**config.mk**
```make
export PLATFORM = sky130hd
export DESIGN_NAME = hbp_host_port
export DESIGN_NICKNAME = d
export VERILOG_FILES = /design/src/shared/hbp_pkg.sv /design/src/shared/hbp_stream_if.sv /design/src/hbp_fifo.sv /design/src/hbp_host_port.sv
export SDC_FILE = /design/constraint.sdc
export NUM_CORES = 1
export LEC_CHECK = 0
export BUFFER_PORTS_ARGS = -buffer_cell sky130_fd_sc_hd__buf_2
export CAP_MARGIN = 20
export CORE_ASPECT_RATIO = 1.4
export CORE_UTILIZATION = 45
export CTS_CLUSTER_DIAMETER = 150
export CTS_CLUSTER_SIZE = 40
export DETAILED_ROUTE_END_ITERATION = 8
export PLACE_DENSITY = 0.6
export SYNTH_ARGS = -nofsm -noshare
export SYNTH_HDL_FRONTEND = slang
export SYNTH_SLANG_ARGS = --single-unit
```
**constraint.sdc**
```tcl
create_clock -name core_clk -period 5.66 [get_ports core_clk]
set_input_delay 0.849 -clock core_clk [delete_from_list [all_inputs] [get_ports core_clk]]
set_output_delay 0.849 -clock core_clk [all_outputs]
set_load 0.01 [all_outputs]
```
**src/shared/hbp_pkg.sv**
```systemverilog
// constants, types and register map of the dual controller host bus port
// assumes one 25 MHz core clock and a synchronous active-low reset
package hbp_pkg;
	localparam int DATA_W = 16;
	localparam int FIFO_W = 17;
	localparam int FIFO_DEPTH = 16;
	localparam int CLK_MHZ = 25;
	// port codes on the two address lines
	localparam logic [1:0] PORT_HOST_DATA = 2'h0;
	localparam logic [1:0] PORT_HOST_CMD = 2'h1;
	localparam logic [1:0] PORT_DEV_DATA = 2'h2;
	localparam logic [1:0] PORT_DEV_CMD = 2'h3;
	// register indices, read form; write form adds the top bit
	localparam int IDX_WR_BIT = 7;
	localparam logic [7:0] IDX_BASE_MASK = 8'h7F;
	localparam logic [7:0] IDX_DMA_SETUP = 8'h21;
	localparam logic [7:0] IDX_XFER_COUNT = 8'h22;
	localparam logic [7:0] IDX_CHIP_ID = 8'h27;
	localparam logic [7:0] IDX_SCRATCH32 = 8'h28;
	localparam logic [7:0] IDX_BUFFER = 8'h40;
	localparam logic [7:0] IDX_RST = 8'h00;
	// dma_setup fields
	localparam int SETUP_EN_BIT = 0;
	localparam int SETUP_CNT_BIT = 1;
	localparam int SETUP_DIR_BIT = 2;
	localparam int SETUP_ACT_BIT = 3;
	localparam int SETUP_OVF_BIT = 4;
	localparam logic [2:0] SETUP_RST = 3'h0;
	localparam logic [15:0] COUNT_RST = 16'h0000;
	localparam logic [15:0] BYTES_PER_WORD = 16'h0002;
	localparam logic [31:0] SCRATCH_RST = 32'h0000_0000;
	typedef enum logic [1:0] {DMA_IDLE, DMA_RUN, DMA_DONE} hbp_dma_t;
	// decoded access: who is addressed and how
	typedef struct packed {
		logic hit;
		logic side;
		logic cmd;
		logic dma;
	} hbp_sel_t;
endpackage : hbp_pkg

```
**src/shared/hbp_stream_if.sv**
```systemverilog
// valid/ready word stream between the port logic and its FIFO
// assumes both ends run on the same clock
`timescale 1ns/1ps
interface hbp_stream_if #(parameter int W = 17) ();
	logic valid;
	logic ready;
	logic [W-1:0] data;
	modport src (output valid, output data, input ready);
	modport snk (input valid, input data, output ready);
endinterface : hbp_stream_if

```
**src/hbp_fifo.sv**
```systemverilog
// flip-flop FIFO with valid/ready on both sides
// assumes a single clock; full and empty come from an occupancy count
`timescale 1ns/1ps
module hbp_fifo #(
	parameter int W = 17,
	parameter int DEPTH = 16
) (
	// clock and reset
	input wire logic core_clk,
	input wire logic resetn,
	// fill and drain sides
	hbp_stream_if.snk in_s,
	hbp_stream_if.src out_s
);
	localparam int PW = $clog2(DEPTH);
	localparam int CW = $clog2(DEPTH + 1);
	localparam logic [CW-1:0] FULL_CNT = CW'(DEPTH);
	logic [W-1:0] mem_ff [DEPTH];
	logic [W-1:0] nxt_mem [DEPTH];
	logic [PW-1:0] wptr_ff, nxt_wptr, rptr_ff, nxt_rptr;
	logic [CW-1:0] cnt_ff, nxt_cnt;
	logic push, pop;

	// honest flags: ready only while a slot is free
	assign in_s.ready = (cnt_ff != FULL_CNT);
	assign out_s.valid = (cnt_ff != '0);
	assign out_s.data = mem_ff[rptr_ff];
	assign push = in_s.valid && in_s.ready;
	assign pop = out_s.valid && out_s.ready;

	// pointer and storage update
	always_comb begin
		nxt_mem = mem_ff;
		nxt_wptr = wptr_ff;
		nxt_rptr = rptr_ff;
		nxt_cnt = cnt_ff;
		if (push) begin
			nxt_mem[wptr_ff] = in_s.data;
			nxt_wptr = (wptr_ff == PW'(DEPTH - 1)) ? '0 : PW'(wptr_ff + 1'b1);
		end
		if (pop) begin
			nxt_rptr = (rptr_ff == PW'(DEPTH - 1)) ? '0 : PW'(rptr_ff + 1'b1);
		end
		if (push && !pop) begin
			nxt_cnt = CW'(cnt_ff + 1'b1);
		end else if (pop && !push) begin
			nxt_cnt = CW'(cnt_ff - 1'b1);
		end
	end

	// storage has no reset; only pointers and the occupancy count need a defined start
	always_ff @(posedge core_clk) begin
		mem_ff <= nxt_mem;
		if (!resetn) begin
			wptr_ff <= '0;
			rptr_ff <= '0;
			cnt_ff <= '0;
		end else begin
			wptr_ff <= nxt_wptr;
			rptr_ff <= nxt_rptr;
			cnt_ff <= nxt_cnt;
		end
	end
endmodule : hbp_fifo

```
**src/hbp_host_port.sv**
```systemverilog
// microprocessor bus port of a combined host and device controller
// assumes bus pins already synchronous to core_clk; buffer RAM sits behind buf_* ports
`timescale 1ns/1ps
module hbp_host_port import hbp_pkg::*; #(
	// identification word; value is arbitrary
	parameter logic [15:0] CHIP_ID = 16'h5A01
) (
	// clock and reset
	input wire logic core_clk,
	input wire logic resetn,
	// microprocessor bus
	input wire logic bus_cs_n,
	input wire logic [1:0] bus_addr,
	input wire logic bus_rd_n,
	input wire logic bus_wr_n,
	input wire logic [15:0] bus_data_in,
	output logic [15:0] bus_data_out,
	output logic bus_data_oe,
	// dma handshakes
	output logic host_side_dma_request,
	input wire logic host_side_dma_ack_n,
	output logic device_side_dma_request,
	input wire logic device_side_dma_ack_n,
	input wire logic end_of_transfer_n,
	// buffer RAM write stream
	output logic buf_wr_valid,
	input wire logic buf_wr_ready,
	output logic [15:0] buf_wr_data,
	output logic buf_wr_side,
	// buffer RAM read port
	input wire logic [15:0] buf_rd_data,
	output logic buf_rd_pop,
	output logic buf_rd_side
);
	logic [7:0] idx_ff [2];
	logic [7:0] nxt_idx [2];
	logic [2:0] setup_ff [2];
	logic [2:0] nxt_setup [2];
	logic [15:0] count_ff [2];
	logic [15:0] nxt_count [2];
	logic [15:0] bytes_ff [2];
	logic [15:0] nxt_bytes [2];
	hbp_dma_t dma_ff [2];
	hbp_dma_t nxt_dma [2];
	logic [1:0] ovf_ff, nxt_ovf;
	logic phase_ff, nxt_phase;
	logic [31:0] scratch_ff, nxt_scratch;
	logic [15:0] dout_ff, nxt_dout;
	logic rd_ff, nxt_rd, wr_ff, nxt_wr;
	logic acc_cs_n_ff, nxt_acc_cs_n;
	logic [1:0] acc_addr_ff, nxt_acc_addr;
	logic [1:0] acc_dack_n_ff, nxt_acc_dack_n;
	logic [15:0] acc_data_ff, nxt_acc_data;
	logic [7:0] acc_index;
	logic [1:0] dack_n, eot_ext, req;
	logic wr_end, rd_end, push_ready;
	hbp_sel_t cur, lat;

	hbp_stream_if #(.W(FIFO_W)) push_s ();
	hbp_stream_if #(.W(FIFO_W)) pop_s ();

	// one decoder for the live pins and for the latched access
	function automatic hbp_sel_t decode_port(input logic cs_n, input logic [1:0] addr, input logic [1:0] dk_n);
		hbp_sel_t r;
		r = '0;
		if (!dk_n[0]) begin
			r.hit = 1'b1;
			r.dma = 1'b1;
		end else if (!dk_n[1]) begin
			r.hit = 1'b1;
			r.side = 1'b1;
			r.dma = 1'b1;
		end else if (!cs_n) begin
			r.hit = 1'b1;
			r.side = addr[1];
			r.cmd = addr[0];
		end
		return r;
	endfunction : decode_port

	// buffer words allowed: dma while running, programmed_io below byte count
	function automatic logic buf_ok(input logic side, input logic dma);
		return dma ? (dma_ff[side] == DMA_RUN) : (bytes_ff[side] < count_ff[side]);
	endfunction : buf_ok

	// word seen on a data-port read; write-form indices read as zero
	function automatic logic [15:0] read_word(input logic side, input logic dma);
		logic [7:0] idx;
		logic [15:0] r;
		idx = dma ? IDX_BUFFER : idx_ff[side];
		r = 16'h0000;
		if (!idx[IDX_WR_BIT]) begin
			case (idx)
				IDX_DMA_SETUP: begin
					r = {11'h000, ovf_ff[side], dma_ff[side] == DMA_RUN, setup_ff[side]};
				end
				IDX_XFER_COUNT: begin
					r = count_ff[side];
				end
				IDX_CHIP_ID: begin
					r = side ? 16'h0000 : CHIP_ID;
				end
				IDX_SCRATCH32: begin
					r = side ? 16'h0000 : (phase_ff ? scratch_ff[31:16] : scratch_ff[15:0]);
				end
				IDX_BUFFER: begin
					r = buf_ok(side, dma) ? buf_rd_data : 16'h0000;
				end
				default: begin
					r = 16'h0000;
				end
			endcase
		end
		return r;
	endfunction : read_word

	assign dack_n = {device_side_dma_ack_n, host_side_dma_ack_n};
	assign eot_ext = {2{!end_of_transfer_n}} & ~dack_n;
	assign wr_end = !wr_ff && bus_wr_n;
	assign rd_end = !rd_ff && bus_rd_n;
	assign acc_index = acc_data_ff[7:0];
	assign cur = decode_port(bus_cs_n, bus_addr, dack_n);
	assign lat = decode_port(acc_cs_n_ff, acc_addr_ff, acc_dack_n_ff);
	assign push_ready = push_s.ready;

	// drive only during a data-port or acknowledged read
	assign bus_data_oe = !bus_rd_n && cur.hit && !cur.cmd;
	assign bus_data_out = dout_ff;
	assign buf_rd_side = cur.side;

	// request holds while the channel runs; a full FIFO stalls a write burst
	always_comb begin
		for (int s = 0; s < 2; s++) begin
			req[s] = (dma_ff[s] == DMA_RUN) && (!setup_ff[s][SETUP_DIR_BIT] || push_ready);
		end
	end
	assign host_side_dma_request = req[0];
	assign device_side_dma_request = req[1];

	// buffer write stream goes through the FIFO
	assign buf_wr_valid = pop_s.valid;
	assign buf_wr_side = pop_s.data[16];
	assign buf_wr_data = pop_s.data[15:0];
	assign pop_s.ready = buf_wr_ready;

	hbp_fifo #(.W(FIFO_W), .DEPTH(FIFO_DEPTH)) u_fifo (
		.core_clk(core_clk),
		.resetn(resetn),
		.in_s(push_s.snk),
		.out_s(pop_s.src)
	);

	// access tracking: latch select and data while a strobe is low
	always_comb begin
		nxt_rd = bus_rd_n;
		nxt_wr = bus_wr_n;
		nxt_acc_cs_n = acc_cs_n_ff;
		nxt_acc_addr = acc_addr_ff;
		nxt_acc_dack_n = acc_dack_n_ff;
		nxt_acc_data = acc_data_ff;
		nxt_dout = dout_ff;
		if (!bus_rd_n || !bus_wr_n) begin
			nxt_acc_cs_n = bus_cs_n;
			nxt_acc_addr = bus_addr;
			nxt_acc_dack_n = dack_n;
			nxt_acc_data = bus_data_in;
		end
		if (!bus_rd_n && cur.hit && !cur.cmd) begin
			nxt_dout = read_word(cur.side, cur.dma);
		end
	end

	// register file, index, counters and channel state
	always_comb begin
		nxt_idx = idx_ff;
		nxt_setup = setup_ff;
		nxt_count = count_ff;
		nxt_bytes = bytes_ff;
		nxt_dma = dma_ff;
		nxt_ovf = ovf_ff;
		nxt_phase = phase_ff;
		nxt_scratch = scratch_ff;
		push_s.valid = 1'b0;
		push_s.data = '0;
		buf_rd_pop = 1'b0;
		// channel state: either end of transfer stops a run
		for (int s = 0; s < 2; s++) begin
			case (dma_ff[s])
				DMA_IDLE: begin
					nxt_dma[s] = DMA_IDLE;
				end
				DMA_RUN: begin
					if (eot_ext[s]) begin
						nxt_dma[s] = DMA_DONE;
					end else if (setup_ff[s][SETUP_CNT_BIT] && bytes_ff[s] >= count_ff[s]) begin
						nxt_dma[s] = DMA_DONE;
					end else begin
						nxt_dma[s] = DMA_RUN;
					end
				end
				DMA_DONE: begin
					nxt_dma[s] = DMA_DONE;
				end
				default: begin
					nxt_dma[s] = DMA_IDLE;
				end
			endcase
		end
		if (wr_end && lat.hit && lat.cmd) begin
			// command phase: keep the index, restart multi-phase access
			nxt_idx[lat.side] = acc_index;
			nxt_phase = 1'b0;
			if ((acc_index & IDX_BASE_MASK) == IDX_BUFFER) begin
				nxt_bytes[lat.side] = COUNT_RST;
			end
		end else if (wr_end && lat.hit) begin
			case (lat.dma ? (IDX_BUFFER | 8'h80) : idx_ff[lat.side])
				IDX_DMA_SETUP | 8'h80: begin
					nxt_setup[lat.side] = acc_data_ff[2:0];
					nxt_ovf[lat.side] = 1'b0;
					nxt_bytes[lat.side] = COUNT_RST;
					nxt_dma[lat.side] = acc_data_ff[SETUP_EN_BIT] ? DMA_RUN : DMA_IDLE;
				end
				IDX_XFER_COUNT | 8'h80: begin
					nxt_count[lat.side] = acc_data_ff;
				end
				IDX_SCRATCH32 | 8'h80: begin
					if (!lat.side) begin
						// low half lands first, high half second
						if (phase_ff) begin
							nxt_scratch[31:16] = acc_data_ff;
						end else begin
							nxt_scratch[15:0] = acc_data_ff;
						end
						nxt_phase = !phase_ff;
					end
				end
				IDX_BUFFER | 8'h80: begin
					if (buf_ok(lat.side, lat.dma)) begin
						push_s.valid = 1'b1;
						push_s.data = {lat.side, acc_data_ff};
						if (push_ready) begin
							nxt_bytes[lat.side] = 16'(bytes_ff[lat.side] + BYTES_PER_WORD);
						end else begin
							// no wait pin, so a full FIFO drops the word and flags it
							nxt_ovf[lat.side] = 1'b1;
						end
					end
				end
				default: begin
					nxt_phase = phase_ff;
				end
			endcase
		end else if (rd_end && lat.hit && !lat.cmd) begin
			case (lat.dma ? IDX_BUFFER : idx_ff[lat.side])
				IDX_SCRATCH32: begin
					nxt_phase = lat.side ? phase_ff : !phase_ff;
				end
				IDX_BUFFER: begin
					if (buf_ok(lat.side, lat.dma)) begin
						buf_rd_pop = 1'b1;
						nxt_bytes[lat.side] = 16'(bytes_ff[lat.side] + BYTES_PER_WORD);
					end
				end
				default: begin
					nxt_phase = phase_ff;
				end
			endcase
		end
	end

	// state registers
	always_ff @(posedge core_clk) begin
		if (!resetn) begin
			idx_ff <= '{IDX_RST, IDX_RST};
			setup_ff <= '{SETUP_RST, SETUP_RST};
			count_ff <= '{COUNT_RST, COUNT_RST};
			bytes_ff <= '{COUNT_RST, COUNT_RST};
			dma_ff <= '{DMA_IDLE, DMA_IDLE};
			ovf_ff <= 2'h0;
			phase_ff <= 1'b0;
			scratch_ff <= SCRATCH_RST;
			dout_ff <= 16'h0000;
			rd_ff <= 1'b1;
			wr_ff <= 1'b1;
			acc_cs_n_ff <= 1'b1;
			acc_addr_ff <= 2'h0;
			acc_dack_n_ff <= 2'h3;
			acc_data_ff <= 16'h0000;
		end else begin
			idx_ff <= nxt_idx;
			setup_ff <= nxt_setup;
			count_ff <= nxt_count;
			bytes_ff <= nxt_bytes;
			dma_ff <= nxt_dma;
			ovf_ff <= nxt_ovf;
			phase_ff <= nxt_phase;
			scratch_ff <= nxt_scratch;
			dout_ff <= nxt_dout;
			rd_ff <= nxt_rd;
			wr_ff <= nxt_wr;
			acc_cs_n_ff <= nxt_acc_cs_n;
			acc_addr_ff <= nxt_acc_addr;
			acc_dack_n_ff <= nxt_acc_dack_n;
			acc_data_ff <= nxt_acc_data;
		end
	end
endmodule : hbp_host_port

```
Word level (Yosys, flattened, before mapping):

Index checks and enable logic that the tools add are counted.
W data, S select, Z words.

* register bits after elaboration: 449
* input port bits: 43
* output and inout port bits: 39
* word-level logic and storage cells: 269

* $add $sub $neg: 5
* order comparisons: 13
* equality and inequality tests: 28
* mux-type cells: 118
* bitwise gates (word level): 15
* reduce and logical (&&, ||, !) cells: 50

Operators by type and width (count)
* $bwmux W272: 1
* $mux W16: 17
* $mux W32: 8
* $mux W17: 7
* $mux W8: 10
* $pmux W16 S5: 1
* $bmux W17 S4: 1
* $demux W17 S4: 1
* $bwmux W32: 2
* $pmux W32 S2: 1
* $eq A8 B6 Y1 const B: 5
* $mux W2: 17
* $and A32 B32 Y32: 1
* $eq A8 B8 Y1 const B: 4
* $ge A16 B16 Y1: 2
* $lt A16 B16 Y1: 2
* $not A32 Y32: 1
* $mux W1: 27
* $mux W4: 5
* $logic_and A1 B1 Y1: 19
* $mux W3: 6
* $add A16 B2 Y16 const B: 1
* $bwmux W16: 1
* $demux W16 S1: 1
* other kinds (44): 88

Depth between registers and ports, before layout:

* depth in word-level cells: 18
* gate-level depth with buffers: 24
* depth with buffers taken out: 20

Cells and area by module:

A second synthesis with hierarchy kept.

* cell total of the unflattened synthesis: 1780
* area total of the unflattened synthesis: 20850.0 sq um

Modules (own cells, without submodules)
* hbp_fifo: instances 1, cells an instance 526, area an instance 11058.1 sq um, sequential area each 8428.1 sq um
* hbp_host_port: instances 1, cells an instance 1254, area an instance 9791.9 sq um, sequential area each 3283.1 sq um

Least setup slack after synthesis:

OpenSTA, ideal clock, no wires.

* kind: reg2reg
* start: register acc_cs_n_ff
* end: register u_fifo.mem_ff[238] (netlist name), enable pin
* library setup time: 0.412 ns
* arrival: 4.645 ns
* data required time: 5.248 ns
* setup slack: 0.603 ns
* stages on the path, launching flop included: 18
* buffers on the path: 5
* period minus slack after synthesis: 5.057 ns
* cell sequence: dfxtp_1 nand2b_1 buf_2 a21oi_2 clkbuf_1 buf_1 nor2_1 a21oi_1 ha_1 a211oi_1 nor2_1 a211o_1 o211ai_2 and4_1 buf_2 buf_2 nand3_1 nor3_1

* longest elaborated chain between the ends: 14
* elaborated cells between the ends (all ways): 30
* classes of those cells: 1 x order compare; 2 x eq/ne; 23 x mux; 1 x bitwise; 3 x reduce/logical

RTL lines
* start, declared: RTL line hbp_host_port.sv:50 `logic acc_cs_n_ff, nxt_acc_cs_n;`
* start signal, assigned: RTL line hbp_host_port.sv:302 `acc_cs_n_ff <= nxt_acc_cs_n;`
* $mux W3 *: RTL line hbp_host_port.sv:73 `end else if (!cs_n) begin`
* $mux W2: RTL line hbp_host_port.sv:69 `end else if (!dk_n[1]) begin`
* $mux W2: RTL line hbp_host_port.sv:66 `if (!dk_n[0]) begin`
* $not A1 Y2 (implied by the code): RTL line hbp_host_port.sv:83, hbp_host_port.sv:217
* $mux W16 (implied by the code) or $mux W2 (tied branches) (3 in a row): RTL line hbp_host_port.sv:83 `return dma ? (dma_ff[side] == DMA_RUN) : (bytes_ff[side] < count_ff[side]);`
* $lt A16 B16 Y1 or $eq A2 B1 Y1 (tied branches): RTL line hbp_host_port.sv:83
* $mux W1: RTL line hbp_host_port.sv:83
* $mux W1: RTL line hbp_host_port.sv:239 `if (buf_ok(lat.side, lat.dma)) begin`
* $mux W1: RTL line hbp_host_port.sv:217 `case (lat.dma ? (IDX_BUFFER | 8'h80) : idx_ff[lat.side])`
* $mux W1: RTL line hbp_host_port.sv:216 `end else if (wr_end && lat.hit) begin`
* $mux W1 *: RTL line hbp_host_port.sv:209 `if (wr_end && lat.hit && lat.cmd) begin`
* $logic_and A1 B1 Y1 *: RTL line hbp_fifo.sv:28 `assign push = in_s.valid && in_s.ready;`
* end signal, assigned: RTL line hbp_fifo.sv:53 `mem_ff <= nxt_mem;`
* end, declared: RTL line hbp_fifo.sv:18 `logic [W-1:0] mem_ff [DEPTH];`

Mark *: on every way between the ends. The rest lies on a longest branch, timed or not. The select of a mux whose other input is x is not followed.
A chain may end at the register's enable or synchronous reset.

Final worst setup path:

* start: register acc_cs_n_ff
* end: register u_fifo.cnt_ff[4]

* longest elaborated chain between the ends: 17
* elaborated cells between the ends (all ways): 35
* classes of those cells: 1 x order compare; 2 x eq/ne; 24 x mux; 1 x bitwise; 7 x reduce/logical

RTL lines
* $mux W3 *: RTL line hbp_host_port.sv:73
* $mux W2: RTL line hbp_host_port.sv:69
* $mux W2: RTL line hbp_host_port.sv:66
* $not A1 Y2 (implied by the code): RTL line hbp_host_port.sv:83, hbp_host_port.sv:217
* $mux W16 (implied by the code) or $mux W2 (tied branches) (3 in a row): RTL line hbp_host_port.sv:83
* $lt A16 B16 Y1 or $eq A2 B1 Y1 (tied branches): RTL line hbp_host_port.sv:83
* $mux W1: RTL line hbp_host_port.sv:83
* $mux W1: RTL line hbp_host_port.sv:239
* $mux W1: RTL line hbp_host_port.sv:217
* $mux W1: RTL line hbp_host_port.sv:216
* $mux W1 *: RTL line hbp_host_port.sv:209
* $logic_and A1 B1 Y1 *: RTL line hbp_fifo.sv:28
* net u_fifo.push: RTL line hbp_fifo.sv:22 `logic push, pop;`
* $logic_not A1 Y1: RTL line hbp_fifo.sv:46 `end else if (pop && !push) begin`
* $logic_and A1 B1 Y1: RTL line hbp_fifo.sv:46
* $reduce_bool A2 Y1 (no line)
* end signal, assigned: RTL line hbp_fifo.sv:61 `cnt_ff <= nxt_cnt;`
* end, declared: RTL line hbp_fifo.sv:21 `logic [CW-1:0] cnt_ff, nxt_cnt;`

The timed path passes the listed nets; every way through them passes the cells marked *. The select of a mux whose other input is x is not followed.

==> flow_summary.yaml <==
place:
  portBuffers: 81
  gp_congestion: 0.915
  hpwlAfterDp_um: 40800
clock_network:
  root_buffer: "clkbuf_16"
  cts_resized: 0
  cts_buffers: 15
  htreeDepth: 1
  cts_hold_buf: 0
  insertion_delay_ns: 0.57
  cts.sinks: 449
  clock_path_buffers: 3
  path_clk_slew_ns: 0.16
  cts_setup_buffers: 0
  cts_tree: "done"
power_and_ir_drop:
  power_mw: 6.04
  p_clk_share_pct: 24.8
  powerDensity_mw_per_mm2: 265
  p_sw_mw: 1.58
  seq_power_share_pct: 59.4
  p_comb_share_pct: 15.7
  peakVddDrop_mv: 0.224
  leakage_nw: 7.75
  internal-power_mw: 4.45
  p_sw_share_pct: 26.2
setup_path:
  cp_slowest_stage_delay_ns: 0.68
  worst-path-buf-inv: 4
  required_ns: 6.17
  cp_max_fo: 30
  path_class: "flop to flop"
  cpMaxStageDelayCell: "a21oi_4"
  arrival_ns: 5.76
  cp_top_family: "compound AO/OA/AOI/OAI gates"
  worstPathCellList: "nand2b_1 > a21oi_4 > buf_4 > buf_4 > a21oi_1 > ha_1 > nand3_1 > nand2_1 > a211o_1 > o211ai_2 > nand4_1 > nor2_1 > buf_4 > ha_1 > inv_1 > fa_1 > a21o_1 > a21oi_1 > xnor2_1 > or3_1 > a21oi_1"
  cp_num_cells: 21
  start_kind: "flop"
  cp-end-kind: "flop"
  r2r_cells: 21
sta:
  grt_setup_unrepaired: "false"
  holdWs_ns: 0.478
  max_freq_mhz: 191
  tns_ns: 0
  period_needed_ns: 5.25
  finClkSkew_ns: 0.0574
  worstMarginPinSlew_ns: 1.19
  hold_viol_final: 0
  finalMaxSlewViolations: 0
  max_slew_margin_pct: 20.2
  post-route-period-util_pct: 92.7
  setup-violations-final: 0
layout:
  fillers: 4082
  multi_input_area_sq_mm: 0.00881
  area_delta_synth_final_pct: 7.62
  diodes: 0
  drive_above_1_share_pct: 17.1
  seq_area_sq_mm: 0.0117
  nets: 1916
yosys:
  yosysTopAreaCellShare_pct: 38.6
  seq_area_frac_synth_pct: 55.3
  synth.cell_area_sq_mm: 0.0212
  synthTopCellsByArea: "edfxtp_1, dfxtp_1, mux4_2, ha_1, mux2i_1"
  synth_most_common_cell: "edfxtp_1"
  ys.flop_type: "edfxtp_1"
  syn_inst: 1750
  yosysWarnings: 0
  synth_edf_count: 272
  ys_seq_elements: 449
  synthDistinctLibCells: 88
  yosysTopAreaCell: "edfxtp_1"
  synth.avg_cell_area_sq_um: 12.1
  async_flop_share_pct: 0
  synth_nets: 1870
  yosys-top-cells-count: "edfxtp_1, dfxtp_1, nand2_1, nor2_1, a21oi_1"
drt:
  drt_iter0_markers: 759
  drc: 0
  wl_um: 57100
  via_per_inst: 5.84
  post_drt_wl_per_cell_um: 23.6
  vias: 14127
  first_pass_iters: 5
  ant_nets: 0
die:
  die_area_sq_mm: 0.0479
  core_sq_mm: 0.0462
  rows: 93
  die_w_um: 185
  io_pins: 82
  start_util_pct: 45.8
  dieHeight_um: 259
global_route:
  grt_usage_pct: 24.2
  grt_max_degree: 67
  grt_pass1_wl_um: 86600
  grt_antenna_before_repair: 0
  first_global_vias: 14228
  overflow: 0
  grt.busiest_layer: "met2"
  use_met2_pct: 43.7
  met3_usage_pct: 1.94
  use_met1_pct: 28.8
min_path:
  hold_class: "flop to flop"
  hold_depth: 2
run:
  drv_cap: 0
status:
  status: "finished clean"
==> state kept, by name, summed over array words and instances (netlist names), 2 cells and up, named ones only <==
name	count
u_fifo.cnt_ff	5
dma_ff	4
scratch_ff	32
bus_data_out	16
idx_ff	16
bytes_ff	32
u_fifo.wptr_ff	4
setup_ff	6
u_fifo.rptr_ff	4
acc_addr_ff	2
acc_data_ff	16
u_fifo.mem_ff	272
count_ff	32
acc_dack_n_ff	2
==> final timing paths <==
| check | start | end | slack [ns] |
|---|---|---|---|
| setup / recovery | acc_cs_n_ff | u_fifo.cnt_ff[4] | 0.41 |
| hold / removal | bytes_ff[0] | bytes_ff[0] | 0.48 |
| setup reg to reg | acc_cs_n_ff | u_fifo.cnt_ff[4] | 0.41 |
| hold reg to reg | bytes_ff[0] | bytes_ff[0] | 0.48 |
==> final cells by class <==
class                   instances  share of cell area (%)
well taps                     617                    3.39
clock buffers                  24                    1.80
flip-flops and latches        449                    51.4
inverters                      66                    1.10
repair buffers                132                    3.46
multi-input cells            1132                    38.7
clock inverters                 1                   0.132
==> layer usage <==
layer	vias to the layer above	wire length (um)
li1	6581	-
met1	7051	22300
met2	381	29900
met3	114	2070
met4	0	2860
met5	-	0
==> power by group through the flow <==
stage               clock [mW]  sequential [mW]  combinational (mW)
CTS                       1.54             3.60               0.967
global placement             0             3.67               0.958
floorplan                    0             3.55               0.766
finish                    1.50             3.59               0.950
detailed placement           0             3.67               0.964
global route              1.62             3.61                1.03
==> cells in the final DEF, fill, tap and decap left out, types with 5 or more instances in the layout <==
cell | Yosys | layout
a31oi_1 | 6 | 6
edfxtp_1 | 272 | 272
xnor2_1 | 5 | 5
mux2_2 | 27 | 27
clkbuf_16 | 0 | 15
buf_4 | 5 | 51
o211ai_1 | 10 | 10
nor2_1 | 152 | 148
nand2b_1 | 25 | 25
or3_1 | 5 | 5
o21ai_1 | 20 | 20
nand4_1 | 12 | 12
ha_1 | 76 | 76
o22ai_1 | 5 | 5
clkbuf_1 | 60 | 9
nand2_1 | 176 | 176
o21ai_0 | 32 | 32
nor2b_1 | 10 | 8
mux2i_1 | 83 | 83
and3_1 | 11 | 11
mux4_2 | 85 | 85
buf_2 | 17 | 81
a21oi_1 | 134 | 134
a211oi_1 | 15 | 15
a221oi_1 | 6 | 6
o221ai_1 | 10 | 10
nand3_1 | 52 | 52
nor3_1 | 27 | 23
inv_1 | 65 | 64
and2_1 | 23 | 23
or4_1 | 5 | 5
a21o_1 | 18 | 18
dfxtp_1 | 177 | 175
and4_1 | 5 | 5
==> cell families (layout without fill, tap and decap cells) <==
kind of cell | Yosys count | count (layout) | synth area share (%)
XOR/XNOR | 9 | 9 | 0.372
multiplexers | 198 | 198 | 14.6
flip-flops | 449 | 449 | 55.3
adder cells (fa/ha/maj) | 77 | 77 | 4.59
AO/OA/AOI/OAI | 313 | 313 | 9.61
buffers and inverters | 169 | 223 | 3.33
AND/OR/NAND/NOR | 535 | 535 | 12.2
==> per-stage QoR <==
stage,worst slack (ns),utilization [%],instance area [sq um],instances
6_report,0.411,49.3,22800,2421
5_1_grt,0.00992,49.3,22800,2421
4_1_cts,0.422,49.3,22800,2421
3_5_place_dp,0.479,48.4,22300,2396
3_3_place_gp,0.566,48.4,22300,2396
2_1_floorplan,0.603,-,21200,1750
==> tightest hold or removal path, cell delays in order, from the launching register on <==
cell	delay, ns
dfxtp_1	0.34
inv_1	0.07
a211oi_1	0.05
(Power assumes the default switching activity.)
